[config.mk]
export PLATFORM = sky130hd
export DESIGN_NAME = stec_timer
export DESIGN_NICKNAME = d
export VERILOG_FILES = /design/src/stec_timer.v
export VERILOG_INCLUDE_DIRS = /design/src
export SDC_FILE = /design/constraint.sdc
export NUM_CORES = 1
export LEC_CHECK = 0
export BUFFER_PORTS_ARGS = -buffer_cell sky130_fd_sc_hd__buf_2
export CORE_MARGIN = 2
export CORE_UTILIZATION = 60
export DETAILED_ROUTE_END_ITERATION = 10
export PLACE_DENSITY = 0.88
export SLEW_MARGIN = 25
export SYNTH_ARGS = -nofsm -noshare
export SYNTH_HDL_FRONTEND = slang
export SYNTH_SLANG_ARGS = --single-unit
[constraint.sdc]
create_clock -name sys_clk_in -period 7.4 [get_ports sys_clk_in]
set_clock_uncertainty 0.2 [all_clocks]
set_input_delay 1.48 -clock sys_clk_in [delete_from_list [all_inputs] [get_ports sys_clk_in]]
set_output_delay 1.48 -clock sys_clk_in [all_outputs]
set_load 0.1 [all_outputs]
[src/stec_regs.vh]
// Purpose: Register offsets, field positions and reset values for the 16-bit timer/event counter
// Assumes: AHB-Lite word registers, byte addresses
// Notes:   Definitions only
`ifndef STEC_REGS_VH
`define STEC_REGS_VH
// Register byte offsets
`define STEC_OFF_COUNT   8'h00
`define STEC_OFF_CC0     8'h04
`define STEC_OFF_CC1     8'h08
`define STEC_OFF_CTRL    8'h0C
`define STEC_OFF_CCCTRL  8'h10
`define STEC_OFF_EDGE    8'h14
`define STEC_OFF_STATUS  8'h18
// Control register fields
`define STEC_CTRL_MODE_LSB  0
`define STEC_CTRL_MODE_MSB  1
`define STEC_CTRL_CLK_LSB   2
`define STEC_CTRL_CLK_MSB   4
`define STEC_CTRL_OUTEN     5
`define STEC_CTRL_OUTINV    6
`define STEC_CTRL_OUTMODE_LSB 7
`define STEC_CTRL_OUTMODE_MSB 8
`define STEC_CTRL_ONESHOT   9
`define STEC_CTRL_RESET     10'h000
// Capture/compare control fields
`define STEC_CC_ZERO_MODE   0
`define STEC_CC_ZERO_SRC    1
`define STEC_CC_ONE_MODE    2
`define STEC_CCCTRL_RESET   3'h0
// Edge select fields
`define STEC_EDGE_A_LSB     0
`define STEC_EDGE_A_MSB     1
`define STEC_EDGE_B_LSB     2
`define STEC_EDGE_B_MSB     3
`define STEC_EDGE_RESET     4'h0
// Mode codes
`define STEC_MODE_STOP      2'h0
`define STEC_MODE_FREE      2'h1
`define STEC_MODE_CLR_MATCH 2'h2
`define STEC_MODE_CLR_EDGE  2'h3
// Output modes
`define STEC_OUT_TOGGLE     2'h0
`define STEC_OUT_PWM        2'h1
`define STEC_OUT_ONESHOT    2'h2
// Count clock sources
`define STEC_CLK_EDGE_A     3'h0
`define STEC_CLK_WATCH      3'h7
`define STEC_COUNT_RESET    16'h0000
`endif

[src/stec_timer.v]
// Purpose: 16-bit timer/event counter with two capture/compare registers and one timer output
// Assumes: AHB-Lite slave, one clock, zero-wait answers, pins synchronised here
// Notes:   Notes on behaviour follow
// Overview
// The count register advances on at most one selected count tick per sys
// clock, so the fastest count rate equals the system clock.  Every pin that
// can produce a tick or a capture first passes a two-stage synchroniser and
// an edge detector.  An edge therefore acts about three clocks after the pin
// moves, and pulses shorter than one clock may be lost.
// Compare matches are judged on the tick that leaves the matching value.
// This makes the interval in clear-on-match mode exactly compare plus one
// ticks, and it lets a zero compare in free mode fire only after the wrap.
// Both capture/compare registers skip reset on purpose: software must load
// them before use, and nothing here relies on their state after reset.
// Trade-off: the bus answers with no wait state, so read data is taken at
// the address phase, one clock before the data phase ends.
//
`timescale 1ns/1ns
`default_nettype none
`include "stec_regs.vh"
module stec_timer #(
  parameter DIV_BITS = 4              // Width of the main clock prescaler
) (
  input  wire        sys_clk_in,      // System clock, 10 MHz
  input  wire        nrst_in,         // Asynchronous reset, active low
  input  wire        hsel_in,         // AHB select
  input  wire [31:0] haddr_in,        // AHB address
  input  wire [1:0]  htrans_in,       // AHB transfer type
  input  wire        hwrite_in,       // AHB write
  input  wire [2:0]  hsize_in,        // AHB size
  input  wire [31:0] hwdata_in,       // AHB write data
  input  wire        hready_in,       // AHB bus ready
  output reg  [31:0] hrdata_out,      // AHB read data
  output wire        hreadyout_out,   // AHB slave ready
  output wire        hresp_out,       // AHB response
  input  wire        timer_input_a_in, // External input a (capture, count clock)
  input  wire        timer_input_b_in, // External input b (capture)
  input  wire        watch_tick_in,   // Watch timer output
  output reg         timer_output_pin_out, // Timer output level
  output reg         match_zero_irq_out,   // Match-zero request pulse
  output reg         match_one_irq_out     // Match-one request pulse
);

  ////////////////////////////////////////////////////////////////////////////
  // Edge decode for input a: rising, falling, or none (11); 10 treated as none
  function cap_a_fn;
    input [1:0] sel;
    input       rise;
    input       fall;
    begin
      case (sel)
        2'h0:    cap_a_fn = rise;
        2'h1:    cap_a_fn = fall;
        default: cap_a_fn = 1'b0;
      endcase
    end
  endfunction

  // Pin valid edge decode: 00 fall, 01 rise, 11 both; 10 treated as none
  // Shared by the count clock, the clear-on-edge mode, capture one and the
  // input b source of capture zero; capture zero from input a uses cap_a_fn.
  function pin_edge_fn;
    input [1:0] sel;
    input       rise;
    input       fall;
    begin
      case (sel)
        2'h0:    pin_edge_fn = fall;
        2'h1:    pin_edge_fn = rise;
        2'h3:    pin_edge_fn = rise | fall;
        default: pin_edge_fn = 1'b0;
      endcase
    end
  endfunction

  ////////////////////////////////////////////////////////////////////////////
  // Registers
  // Register map in brief: count at the lowest word (any write restarts),
  // compare zero, compare one, control, capture/compare control, edge
  // selects, then a read-only status word with the synchronised pins.
  // Unmapped offsets read as zero and ignore writes.
  reg  [15:0] count_register;           // Running count
  reg  [15:0] capture_compare_zero;     // No reset value by design
  reg  [15:0] capture_compare_one;      // Second capture/compare register
  reg  [9:0]  ctrl;                     // Mode, clock, output control
  reg  [2:0]  capture_compare_control;  // Capture/compare modes
  reg  [3:0]  ext_irq_mode_reg;         // Edge select fields
  reg  [1:0]  sync_a;                   // Input a synchroniser
  reg  [1:0]  sync_b;                   // Input b synchroniser
  reg  [1:0]  sync_w;                   // Watch synchroniser
  reg         prev_a;                   // Last synced input a
  reg         prev_b;                   // Last synced input b
  reg         prev_w;                   // Last synced watch
  reg  [DIV_BITS-1:0] prescale;         // Main clock divider
  reg         oneshot_done;             // One-shot already fired
  reg         restart;                  // Software restart request
  reg         ph_act;                   // Data phase pending
  reg         ph_wr;                    // Pending is a write
  reg  [7:0]  ph_addr;                  // Pending byte offset

  wire [1:0] mode     = ctrl[`STEC_CTRL_MODE_MSB:`STEC_CTRL_MODE_LSB];
  wire [2:0] clk_sel  = ctrl[`STEC_CTRL_CLK_MSB:`STEC_CTRL_CLK_LSB];
  wire [1:0] out_mode = ctrl[`STEC_CTRL_OUTMODE_MSB:`STEC_CTRL_OUTMODE_LSB];
  wire [1:0] edge_a   = ext_irq_mode_reg[`STEC_EDGE_A_MSB:`STEC_EDGE_A_LSB];
  wire [1:0] edge_b   = ext_irq_mode_reg[`STEC_EDGE_B_MSB:`STEC_EDGE_B_LSB];
  wire cc0_capture = capture_compare_control[`STEC_CC_ZERO_MODE];
  wire cc1_capture = capture_compare_control[`STEC_CC_ONE_MODE];

  ////////////////////////////////////////////////////////////////////////////
  // Pin synchronisers; only the second stage is read by logic
  // The edge detectors reset low, matching the idle level of the pins, so a
  // pin that idles low gives no false edge after reset.
  always @(posedge sys_clk_in or negedge nrst_in) begin
    if (!nrst_in) begin
      sync_a <= 2'h0;
      sync_b <= 2'h0;
      sync_w <= 2'h0;
      prev_a <= 1'b0;
      prev_b <= 1'b0;
      prev_w <= 1'b0;
    end else begin
      sync_a <= {sync_a[0], timer_input_a_in};
      sync_b <= {sync_b[0], timer_input_b_in};
      sync_w <= {sync_w[0], watch_tick_in};
      prev_a <= sync_a[1];
      prev_b <= sync_b[1];
      prev_w <= sync_w[1];
    end
  end

  wire rise_a = sync_a[1] & ~prev_a;
  wire fall_a = ~sync_a[1] & prev_a;
  wire rise_b = sync_b[1] & ~prev_b;
  wire fall_b = ~sync_b[1] & prev_b;
  wire valid_a = pin_edge_fn(edge_a, rise_a, fall_a); // Pin a valid edge
  wire valid_b = pin_edge_fn(edge_b, rise_b, fall_b); // Pin b valid edge

  ////////////////////////////////////////////////////////////////////////////
  // Count clock selection: code 1..5 picks 2^(code-1) division of sys clock
  wire [DIV_BITS:0] div_ext = {1'b0, prescale};
  reg count_tick;
  always @* begin
    case (clk_sel)
      `STEC_CLK_EDGE_A: count_tick = valid_a;
      `STEC_CLK_WATCH:  count_tick = sync_w[1] & ~prev_w;
      3'h1:    count_tick = 1'b1;
      3'h2:    count_tick = (div_ext[0] == 1'b1);
      3'h3:    count_tick = (div_ext[1:0] == 2'h3);
      3'h4:    count_tick = (div_ext[2:0] == 3'h7);
      3'h5:    count_tick = (div_ext[3:0] == 4'hF);
      default: count_tick = 1'b0;                      // Prohibited codes stall
    endcase
  end

  // Free-running prescaler; limitation: codes above DIV_BITS+1 stall, so code 5 needs DIV_BITS >= 4
  // The prescaler never stops, so the first tick after a clock change may
  // come early by up to one divided period; software should stop the timer
  // before it rewrites the clock select.
  always @(posedge sys_clk_in or negedge nrst_in) begin
    if (!nrst_in)
      prescale <= {DIV_BITS{1'b0}};
    else
      prescale <= prescale + {{(DIV_BITS-1){1'b0}}, 1'b1};
  end

  ////////////////////////////////////////////////////////////////////////////
  // Compare and capture events
  // Capture mode disables the compare path of the same register, so that a
  // captured value can never raise a stale match request.
  // Register one captures on the valid edge of input a only.
  wire running  = (mode != `STEC_MODE_STOP);
  wire match0   = running & ~cc0_capture & (count_register == capture_compare_zero);
  wire match1   = running & ~cc1_capture & (count_register == capture_compare_one);
  wire cap0_trig = capture_compare_control[`STEC_CC_ZERO_SRC] ?
                   pin_edge_fn(edge_b, rise_b, fall_b) :
                   cap_a_fn(edge_a, rise_a, fall_a);
  wire cap1_trig = valid_a;
  // Match is seen once per count value, on the tick that leaves it, so a zero
  // compare in free mode fires only after FFFF wraps to 0000 and is left.
  wire hit0 = match0 & count_tick;
  wire hit1 = match1 & count_tick;

  ////////////////////////////////////////////////////////////////////////////
  // Count register: clear on match zero, on valid edge a, or on restart
  // Priority: stop or restart, then clear on a valid input a edge, then
  // clear on match zero, then the plain tick.  Clear on edge is ignored when
  // input a is itself the count clock, since the same edge would both count
  // and clear.
  always @(posedge sys_clk_in or negedge nrst_in) begin
    if (!nrst_in) begin
      count_register <= `STEC_COUNT_RESET;
    end else if (!running || restart) begin
      count_register <= `STEC_COUNT_RESET;
    end else if (mode == `STEC_MODE_CLR_EDGE && valid_a && clk_sel != `STEC_CLK_EDGE_A) begin
      count_register <= `STEC_COUNT_RESET;
    end else if (mode == `STEC_MODE_CLR_MATCH && hit0) begin
      count_register <= `STEC_COUNT_RESET;
    end else if (count_tick) begin
      count_register <= count_register + 16'h0001;
    end
  end

  ////////////////////////////////////////////////////////////////////////////
  // Interrupt request pulses, one sys clock each
  // Registered so that the requests are free of decode glitches; they lag
  // the matching tick by one clock.
  always @(posedge sys_clk_in or negedge nrst_in) begin
    if (!nrst_in) begin
      match_zero_irq_out <= 1'b0;
      match_one_irq_out  <= 1'b0;
    end else begin
      match_zero_irq_out <= hit0;
      match_one_irq_out  <= hit1;
    end
  end

  ////////////////////////////////////////////////////////////////////////////
  // Timer output: toggle (square wave), PWM, one-shot; capture runs alongside
  // The output is parked at the invert level while disabled or stopped, so
  // enabling it never begins with a level of the wrong polarity.  The
  // one-shot fires once per run; stopping the timer re-arms it.
  wire pwm_level = (count_register[15:2] < capture_compare_zero[15:2]);
  always @(posedge sys_clk_in or negedge nrst_in) begin
    if (!nrst_in) begin
      timer_output_pin_out <= 1'b0;
      oneshot_done         <= 1'b0;
    end else if (!ctrl[`STEC_CTRL_OUTEN] || !running) begin
      timer_output_pin_out <= ctrl[`STEC_CTRL_OUTINV];
      oneshot_done         <= 1'b0;
    end else begin
      case (out_mode)
        `STEC_OUT_TOGGLE: begin
          if (hit0)
            timer_output_pin_out <= ~timer_output_pin_out;
        end
        `STEC_OUT_PWM: begin
          timer_output_pin_out <= pwm_level ^ ctrl[`STEC_CTRL_OUTINV];
        end
        `STEC_OUT_ONESHOT: begin
          // High from start until compare one, then low until re-armed
          if (hit1 || oneshot_done) begin
            timer_output_pin_out <= ctrl[`STEC_CTRL_OUTINV];
            oneshot_done         <= 1'b1;
          end else if (ctrl[`STEC_CTRL_ONESHOT]) begin
            timer_output_pin_out <= ~ctrl[`STEC_CTRL_OUTINV];
          end
        end
        default: begin
          timer_output_pin_out <= ctrl[`STEC_CTRL_OUTINV];
        end
      endcase
    end
  end

  ////////////////////////////////////////////////////////////////////////////
  // AHB-Lite address phase capture; answers with no wait state
  // Only the low address byte is decoded and hsize is ignored, because every
  // register is one aligned word.  Write data is taken in the data phase.
  wire take = hsel_in & htrans_in[1] & hready_in;
  assign hreadyout_out = 1'b1;
  assign hresp_out     = 1'b0;

  always @(posedge sys_clk_in or negedge nrst_in) begin
    if (!nrst_in) begin
      ph_act  <= 1'b0;
      ph_wr   <= 1'b0;
      ph_addr <= 8'h00;
    end else begin
      ph_act  <= take;
      ph_wr   <= take & hwrite_in;
      ph_addr <= haddr_in[7:0];
    end
  end

  wire wr_cc0 = ph_act & ph_wr & (ph_addr == `STEC_OFF_CC0);
  wire wr_cc1 = ph_act & ph_wr & (ph_addr == `STEC_OFF_CC1);

  ////////////////////////////////////////////////////////////////////////////
  // Control registers written by software
  always @(posedge sys_clk_in or negedge nrst_in) begin
    if (!nrst_in) begin
      ctrl                    <= `STEC_CTRL_RESET;
      capture_compare_control <= `STEC_CCCTRL_RESET;
      ext_irq_mode_reg        <= `STEC_EDGE_RESET;
      restart                 <= 1'b0;
    end else begin
      // Writing the count register restarts from zero (used after lowering CC0)
      restart <= ph_act & ph_wr & (ph_addr == `STEC_OFF_COUNT);
      if (ph_act && ph_wr) begin
        case (ph_addr)
          `STEC_OFF_CTRL:   ctrl <= hwdata_in[9:0];
          `STEC_OFF_CCCTRL: capture_compare_control <= hwdata_in[2:0];
          `STEC_OFF_EDGE:   ext_irq_mode_reg <= hwdata_in[3:0];
          default: ;
        endcase
      end
    end
  end

  // Capture/compare zero: deliberately no reset, software must program it
  // A capture beats a software write in the same cycle, so a measurement is
  // never lost to a late reprogramming of the register.
  always @(posedge sys_clk_in) begin
    if (cc0_capture && cap0_trig)
      capture_compare_zero <= count_register;
    else if (wr_cc0)
      capture_compare_zero <= hwdata_in[15:0];
  end

  // Capture/compare one: capture wins over a software write
  always @(posedge sys_clk_in) begin
    if (cc1_capture && cap1_trig)
      capture_compare_one <= count_register;
    else if (wr_cc1)
      capture_compare_one <= hwdata_in[15:0];
  end

  ////////////////////////////////////////////////////////////////////////////
  // Read data, registered at the address phase; unmapped reads return zero
  // The status word shows the synchronised pin levels, not the raw pins.
  // Read data stands until the next read is taken, as the bus permits.
  always @(posedge sys_clk_in or negedge nrst_in) begin
    if (!nrst_in) begin
      hrdata_out <= 32'h00000000;
    end else if (take && !hwrite_in) begin
      case (haddr_in[7:0])
        `STEC_OFF_COUNT:  hrdata_out <= {16'h0000, count_register};
        `STEC_OFF_CC0:    hrdata_out <= {16'h0000, capture_compare_zero};
        `STEC_OFF_CC1:    hrdata_out <= {16'h0000, capture_compare_one};
        `STEC_OFF_CTRL:   hrdata_out <= {22'h000000, ctrl};
        `STEC_OFF_CCCTRL: hrdata_out <= {29'h00000000, capture_compare_control};
        `STEC_OFF_EDGE:   hrdata_out <= {28'h0000000, ext_irq_mode_reg};
        `STEC_OFF_STATUS: hrdata_out <= {29'h00000000, oneshot_done, sync_b[1], sync_a[1]};
        default:          hrdata_out <= 32'h00000000;
      endcase
    end
  end

endmodule
`default_nettype wire

==> metrics.cfg, run 1 <==
[synthesis]
synth_cells = 524
synth-edff-count = 32
syn_area_per_cell_um2 = 11.08
synth_xor_area_share_pct = 5.128
synth_top_family_by_area = compound AO/OA/AOI/OAI gates
ys_ff_latch = 109
yosys_warnings = 0
ys_seq_area_share_pct = 49.73
netlist.top_cell.by_area = dfrtp_1
synth_compound_area_share_pct = 12.54
synth_fa_ha_area_share_pct = 4.525
synth_ff_type = dfrtp_1
synth_top_area_share_pct = 33.18
synth_mux_area_share_pct = 10.64
ys_types = 59
ys_top_cells_by_area = dfrtp_1 (33%), edfxtp_1 (17%), mux2_2 (8.9%), ha_1 (4.5%), xor2_1 (3.2%)
async_flop_share_pct = 70.64
synth-simple-area-share_pct = 11.20
netlist_area_mm2 = 0.005807

[sta]
rsz0062_at_grt = no
fin_crit_ns = 3.281
fmax_mhz = 304.8
setup_viol = 0
hold-worst-slack_ns = 0.1583
finalMaxSlewViolations = 0
tightestPinTransition_ns = 0.7576
hold_viol_final = 0
finalCritPeriodShare_pct = 44.33
setup_tns_ns = 0
max_slew_margin_pct = 49.49

[floorplan]
start_util_pct = 62.25
io_pins = 114
die_h_um = 102.4
rows = 35
die-area_mm2 = 0.01048
die_w_um = 102.4
core_area_mm2 = 0.009328

[grt]
antenna_found_initial = 0
grt_first_pass_wirelength_um = 19740
grt_overflow = 0
grt_max_degree = 78
grt_pass1_vias = 3901
grtUsageTotal_pct = 24.73

[layout]
mostFrequentLayoutCells = dfrtp_1 (77), buf_2 (50), mux2_2 (46)
antennaDiodeCount = 0
layout-drive-gt1-share_pct = 23.01
final_common_cell = dfrtp_1
n_fill_cell = 688
nets = 658
area_delta_synth_final_pct = 8.145

[power]
p_leak_nw = 2.809
pwr-share-comb_pct = 11.2
vdd_drop_max_uv = 89.74
swShare_pct = 28.15
p_seq_share_pct = 57.3
p_clk_share_pct = 31.4
internal_power_uw = 814.1
power.density_mw_per_mm2 = 180.4
fin_total_pwr_mw = 1.133
p_sw_uw = 319.0

[critical_path]
arrival_ns = 3.39
worstSetupPathType = input port to flop
r2r_start = sync_a[1]
crit_path_max_fanout = 19
cp_cell_sequence = buf_2, nor4_1, nand3b_1, nor2_1, buf_4, a221oi_1, a211oi_1, a21o_1
reg2reg_depth = 9
r2r_slack_ns = 4.39
cp_top_family = simple AND/OR/NAND/NOR gates
critPathCaptureType = flop
slowest_delay_ns = 0.46
r2r-end = timer_output_pin_out
crit_path_start_kind = input port
required_ns = 7.51
crit_buf_inv = 2
slowest_stage = a211oi_1

[route]
final_antenna_net_count = 0
wl_per_cell_um = 17.87
drt_iter0_markers = 180
vias = 4103
drc_errors = 0
routed_wl_um = 12400
via_per_inst = 5.912
first_pass_iters = 4

[cts]
cts_hold_buf = 0
clk_latency_ns = 0.38
clkTransAtPathRegs_ns = 0.10
cts.sinks = 109
cts_buffers = 9
cts_root_buf = clkbuf_8
ctsResizeCount = 0
cts_tree = built
cts_post_setup_buffers_inserted = 0
cts.path.max_buffers = 2
h-tree-depth = 3

[min_path]
whs_endpoint = sync_a[1]
min_path_type = flop to flop
hold_depth = 0
min_from = sync_a[0]

[job]
drv_cap = 0

[placement]
dp_hpwl_um = 8863
port_buffers = 51
place.gp.congestion = 0.9300

[outcome]
outcome = finished clean

-- synth_stat cells, drive strengths merged (2+ instances only) --
library cell  instances
a2111oi               2
a211oi                8
a21o                  8
a21oi                13
a221oi                9
a22oi                13
a31oi                 7
a32oi                 2
and2                  2
and3                  4
buf                  22
clkbuf               25
conb                  2
dfrtp                77
edfxtp               32
ha                   21
inv                  26
mux2                 46
mux2i                10
nand2                39
nand2b                6
nand3                13
nand3b                3
nand4                 4
nor2                 33
nor2b                 2
nor3                  7
nor3b                 2
nor4                  9
o21ai                17
o22a                  3
o22ai                 5
o31ai                 2
or2                   2
or4                   2
xnor2                13
xor2                 21
-- layout make-up --
class                      instances  area, um2  area share (%)
tap                              129      161.4           2.570
sequential                       109       2888           45.99
clock inverter                     6      47.55          0.7571
inverter                          26      97.59           1.554
multi-input combinational        358       2630           41.88
timing repair buffer              56      306.5           4.881
clock buffer                      10      148.9           2.371
-- routing by layer --
layer,GRT usage (%),up-vias,part of all wire (%)
met2,38.41,145,47
li1,-,1927,-
met5,0,-,0
met1,34.56,2004,45
met4,11.69,0,2.7
met3,3.488,27,5.4
-- cells by family (layout without fill, tap and decap cells) --
family          after synthesis  count (layout)
flops                       109             109
simple gates                132             132
fa+ha+maj                    21              21
buf+inv                      73              98
compound gates               97              97
mux                          56              56
xor+xnor                     34              34
other cells                   2              18
-- worst max path at each step --
stage / from / end / slack (ns) / depth (start not counted)
finish: haddr_in[0] / hrdata_out[5] / 4.12 / 8
global route: haddr_in[0] / hrdata_out[5] / 4.00 / 8
CTS: haddr_in[0] / hrdata_out[5] / 4.14 / 8
detailed placement: haddr_in[0] / hrdata_out[5] / 3.76 / 8
global placement: hready_in / hrdata_out[5] / 3.87 / 6
floorplan: haddr_in[0] / hrdata_out[7] / 4.10 / 7
-- power groups by stage --
stage	clock (mW)	sequential (mW)	combinational, mW
global route	0.381	0.652	0.137
detailed placement	0	0.662	0.127
CTS	0.363	0.649	0.127
global placement	0	0.660	0.123
finish	0.356	0.650	0.127
floorplan	0	0.660	0.101
-- through the flow --
stage / area (um2) / util (%) / cells / setup slack (ns)
CTS: 6261 / 67.12 / 693 / 4.144
global route: 6280 / 67.32 / 694 / 3.996
floorplan: 5867 / - / 540 / 4.102
detailed placement: 6065 / 65.02 / 677 / 3.759
global placement: 6065 / 65.02 / 677 / 3.870
finish: 6280 / 67.32 / 694 / 4.119
-- worst register-to-register path: cells and delay by family (launching register included) --
family	cells	cell delay (ns)
and+or+nand+nor	3	0.84
DFF	1	0.41
muxes	1	0.11
AOI/OAI and AO/OA	3	0.97
buffers and inverters	1	0.06
adders and majority gates	1	0.28
(Power assumes the default switching activity.)
==> run 2: changes to the inputs <==
--- a/config.mk
+++ b/config.mk
@@ -6,11 +6,12 @@
 export SDC_FILE = /design/constraint.sdc
 export NUM_CORES = 1
 export LEC_CHECK = 0
+export ABC_AREA = 1
 export BUFFER_PORTS_ARGS = -buffer_cell sky130_fd_sc_hd__buf_2
 export CORE_MARGIN = 2
-export CORE_UTILIZATION = 60
+export CORE_UTILIZATION = 50
 export DETAILED_ROUTE_END_ITERATION = 10
-export PLACE_DENSITY = 0.88
+export PLACE_DENSITY = 0.78
 export SLEW_MARGIN = 25
 export SYNTH_ARGS = -nofsm -noshare
 export SYNTH_HDL_FRONTEND = slang
==> constraint.sdc (replaced) <==
create_clock -name sys_clk_in -period 2.7 [get_ports sys_clk_in]
set_clock_uncertainty 0.2 [all_clocks]
set_input_delay 0.54 -clock sys_clk_in [delete_from_list [all_inputs] [get_ports sys_clk_in]]
set_output_delay 0.54 -clock sys_clk_in [all_outputs]
set_load 0.1 [all_outputs]
==> metrics.cfg, run 2 <==
[outcome]
outcome = complete, but fails checks
violations = design-rule violations

[cts]
h-tree-depth = 3  ; unchanged
cts_root_buf = clkbuf_16
ctsResizeCount = 0  ; unchanged
cts_hold_buf = 1  ; +1
cts.sinks = 109  ; unchanged
clkTransAtPathRegs_ns = 0.08  ; -0.02 ns
cts_buffers = 9  ; unchanged
cts_tree = built
cts.path.max_buffers = 2  ; unchanged
cts_post_setup_buffers_inserted = 0  ; unchanged
clk_latency_ns = 0.36  ; -0.02 ns

[power]
internal_power_mw = 2.679  ; +230%
vdd_drop_max_uv = 334.2  ; +270%
fin_total_pwr_mw = 3.707  ; +230%
p_clk_share_pct = 36.6  ; +5.2 points
swShare_pct = 27.74  ; -0.42 points
power.density_mw_per_mm2 = 553.7  ; +210%
pwr-share-comb_pct = 13.8  ; +2.6 points
p_leak_nw = 3.353  ; +19%
p_seq_share_pct = 49.6  ; -7.7 points
p_sw_mw = 1.028  ; +220%

[job]
drv_cap = 0  ; unchanged

[sta]
finalMaxSlewViolations = 0  ; unchanged
hold_viol_final = 0  ; unchanged
finalCritPeriodShare_pct = 88.46
setup_tns_ns = 0  ; unchanged
tightestPinTransition_ns = 0.5224  ; -0.2352 ns
setup_viol = 0  ; unchanged
worst_slack_ns = 0.3117  ; -3.808 ns
rsz0062_at_grt = no
fmax_mhz = 418.7
max_slew_margin_pct = 65.04  ; +16 points
fin_crit_ns = 2.388

[synthesis]
synth_common_cells = nand2_1 (168), inv_1 (93), dfrtp_1 (77)
synth_ff_type = dfrtp_1
synth-edff-count = 32  ; unchanged
netlist_area_mm2 = 0.005948  ; +2.4%
synth_cells = 718  ; +37%
ys_top_cells_by_area = dfrtp_1 (32%), edfxtp_1 (16%), nand2_1 (11%), inv_1 (5.9%), o21ai_0 (5.7%)
ys_seq_area_share_pct = 48.55  ; -1.2 points
yosys_warnings = 0  ; unchanged
yosysMostFrequentCell = nand2_1
ys_types = 38  ; -36%
netlist.top_cell.by_area = dfrtp_1
ys_ff_latch = 109  ; unchanged
async_flop_share_pct = 70.64  ; unchanged
syn_area_per_cell_um2 = 8.284  ; -25%
synth_top_area_share_pct = 32.39  ; -0.79 points

[placement]
dp_hpwl_um = 10510  ; +19%
placed_cells = 914  ; +35%
post-place-ws_ns = 0.3465  ; -3.412 ns
dpl_cell_area_mm2 = 0.006381  ; +5.2%
place.gp.congestion = 0.9296  ; about the same
port_buffers = 51  ; unchanged

[critical_path]
required_ns = 2.73  ; -4.78 ns
crit_path_start_kind = flop
r2r_start = count_register[15]
arrival_ns = 2.42  ; -0.97 ns
crit_path_max_fanout = 16  ; -3
slowest_delay_ns = 0.45  ; about the same
critPathCaptureType = flop
slowest_stage = dfrtp_1
critPathLaunch = count_register[15]
cp_common_cell = nor2_1
cp_cell_sequence = ha_1, nand4_1, nor2_1, inv_1, nor3_4, nand2_2, nand3_4, nor2_1
cp_top_family = simple AND/OR/NAND/NOR gates
worstSetupPathType = flop to flop
crit_buf_inv = 1  ; -1

[floorplan]
io_pins = 114  ; unchanged
die-area_mm2 = 0.01278  ; +22%
die_w_um = 113.1  ; +10%
die_h_um = 113.1  ; +10%
start_util_pct = 51.65  ; -11 points
rows = 39  ; +11%
core_area_mm2 = 0.01152  ; +23%

[min_path]
min_from = watch_tick_in
min_path_type = input port to flop

[grt]
grt_pass1_vias = 4885  ; +25%
grt_overflow = 0  ; unchanged
grtUsageTotal_pct = 23.61  ; -1.1 points
grt_max_degree = 37  ; -53%
grt_first_pass_wirelength_um = 23690  ; +20%
antenna_found_initial = 0  ; unchanged

[layout]
nets = 881  ; +34%
stdcell_area_mm2 = 0.006695  ; +6.6%
mostFrequentLayoutCells = nand2_1 (168), inv_1 (93), dfrtp_1 (77)
antennaDiodeCount = 0  ; unchanged
fin_cells = 931  ; +34%
final_common_cell = nand2_1
area_delta_synth_final_pct = 12.56
layout-drive-gt1-share_pct = 13.32  ; -9.7 points

[route]
vias = 4982  ; +21%
drt_iter0_markers = 509  ; +180%
via_per_inst = 5.351  ; -9.5%
first_pass_iters = 10  ; +6
routed_wl_um = 14020  ; +13%
wl_per_cell_um = 15.06  ; -16%
final_antenna_net_count = 0  ; unchanged
drc_errors = 7  ; +7

run 2: changes by cell type after synthesis, sizes merged, moves of 10 or more:
cell	previous run	this run
a22oi	13	0
clkbuf	25	11
inv	26	96
mux2	46	0
mux2i	10	0
nand2	39	169
nand3	13	38
nor2	33	80
nor3	7	20
o21ai	17	70
xnor2	13	3
run 2: cell type report:
class                      count  area (um2)
clock inverter                 4       47.55
timing repair buffer          70       402.9
sequential                   109        2888
clock buffer                  12       256.5
inverter                      97       366.6
fill                        1002        4821
tap                          143       178.9
multi-input combinational    496        2555
run 2: cells by family after synthesis:
| kind of cell | synth area share [%] |
|---|---|
| XOR/XNOR | 3.092 |
| adder cells (fa/ha/maj) | 4.417 |
| flip-flops | 48.55 |
| AND/OR/NAND/NOR | 23.64 |
| AO/OA/AOI/OAI | 10.58 |
| buffers and inverters | 9.592 |
| other | 0.1263 |
run 2: through the flow:
stage / utilization, % / hold slack (ns)
final: 58.14 / 0.08048
after global routing: 58.14 / 0.07412
after CTS: 58.14 / 0.07547
after detailed placement: 55.41 / 0.1355
after global placement: 55.41 / 0.1313
after floorplan: - / 0.04441
run 2: power by group through the flow:
stage               logic, mW  registers (mW)  clock network [mW]
global route            0.565            1.85                1.45
floorplan               0.353            1.89                   0
finish                  0.511            1.84                1.36
global placement        0.497            1.87                   0
detailed placement      0.506            1.87                   0
CTS                     0.510            1.84                1.38
run 2: metal layers:
metal  wire [um]  GRT usage [%]  share of wire, %
met2        6463          37.29                46
met3        1071          4.499               7.6
met5           0              0                 0
met4         350          10.24               2.5
met1        6134          32.01                44
run 2: worst paths after layout:
check	slack (ns)	to	cells after the start
max	0.31	count_register[13]	8
max in group asynchronous	1.14	count_register[13]	3
min in group asynchronous	0.47	ph_addr[1]	2
min reg2reg	0.15	sync_a[1]	0
min	0.08	sync_w[0]	1
max reg2reg	0.31	count_register[13]	8
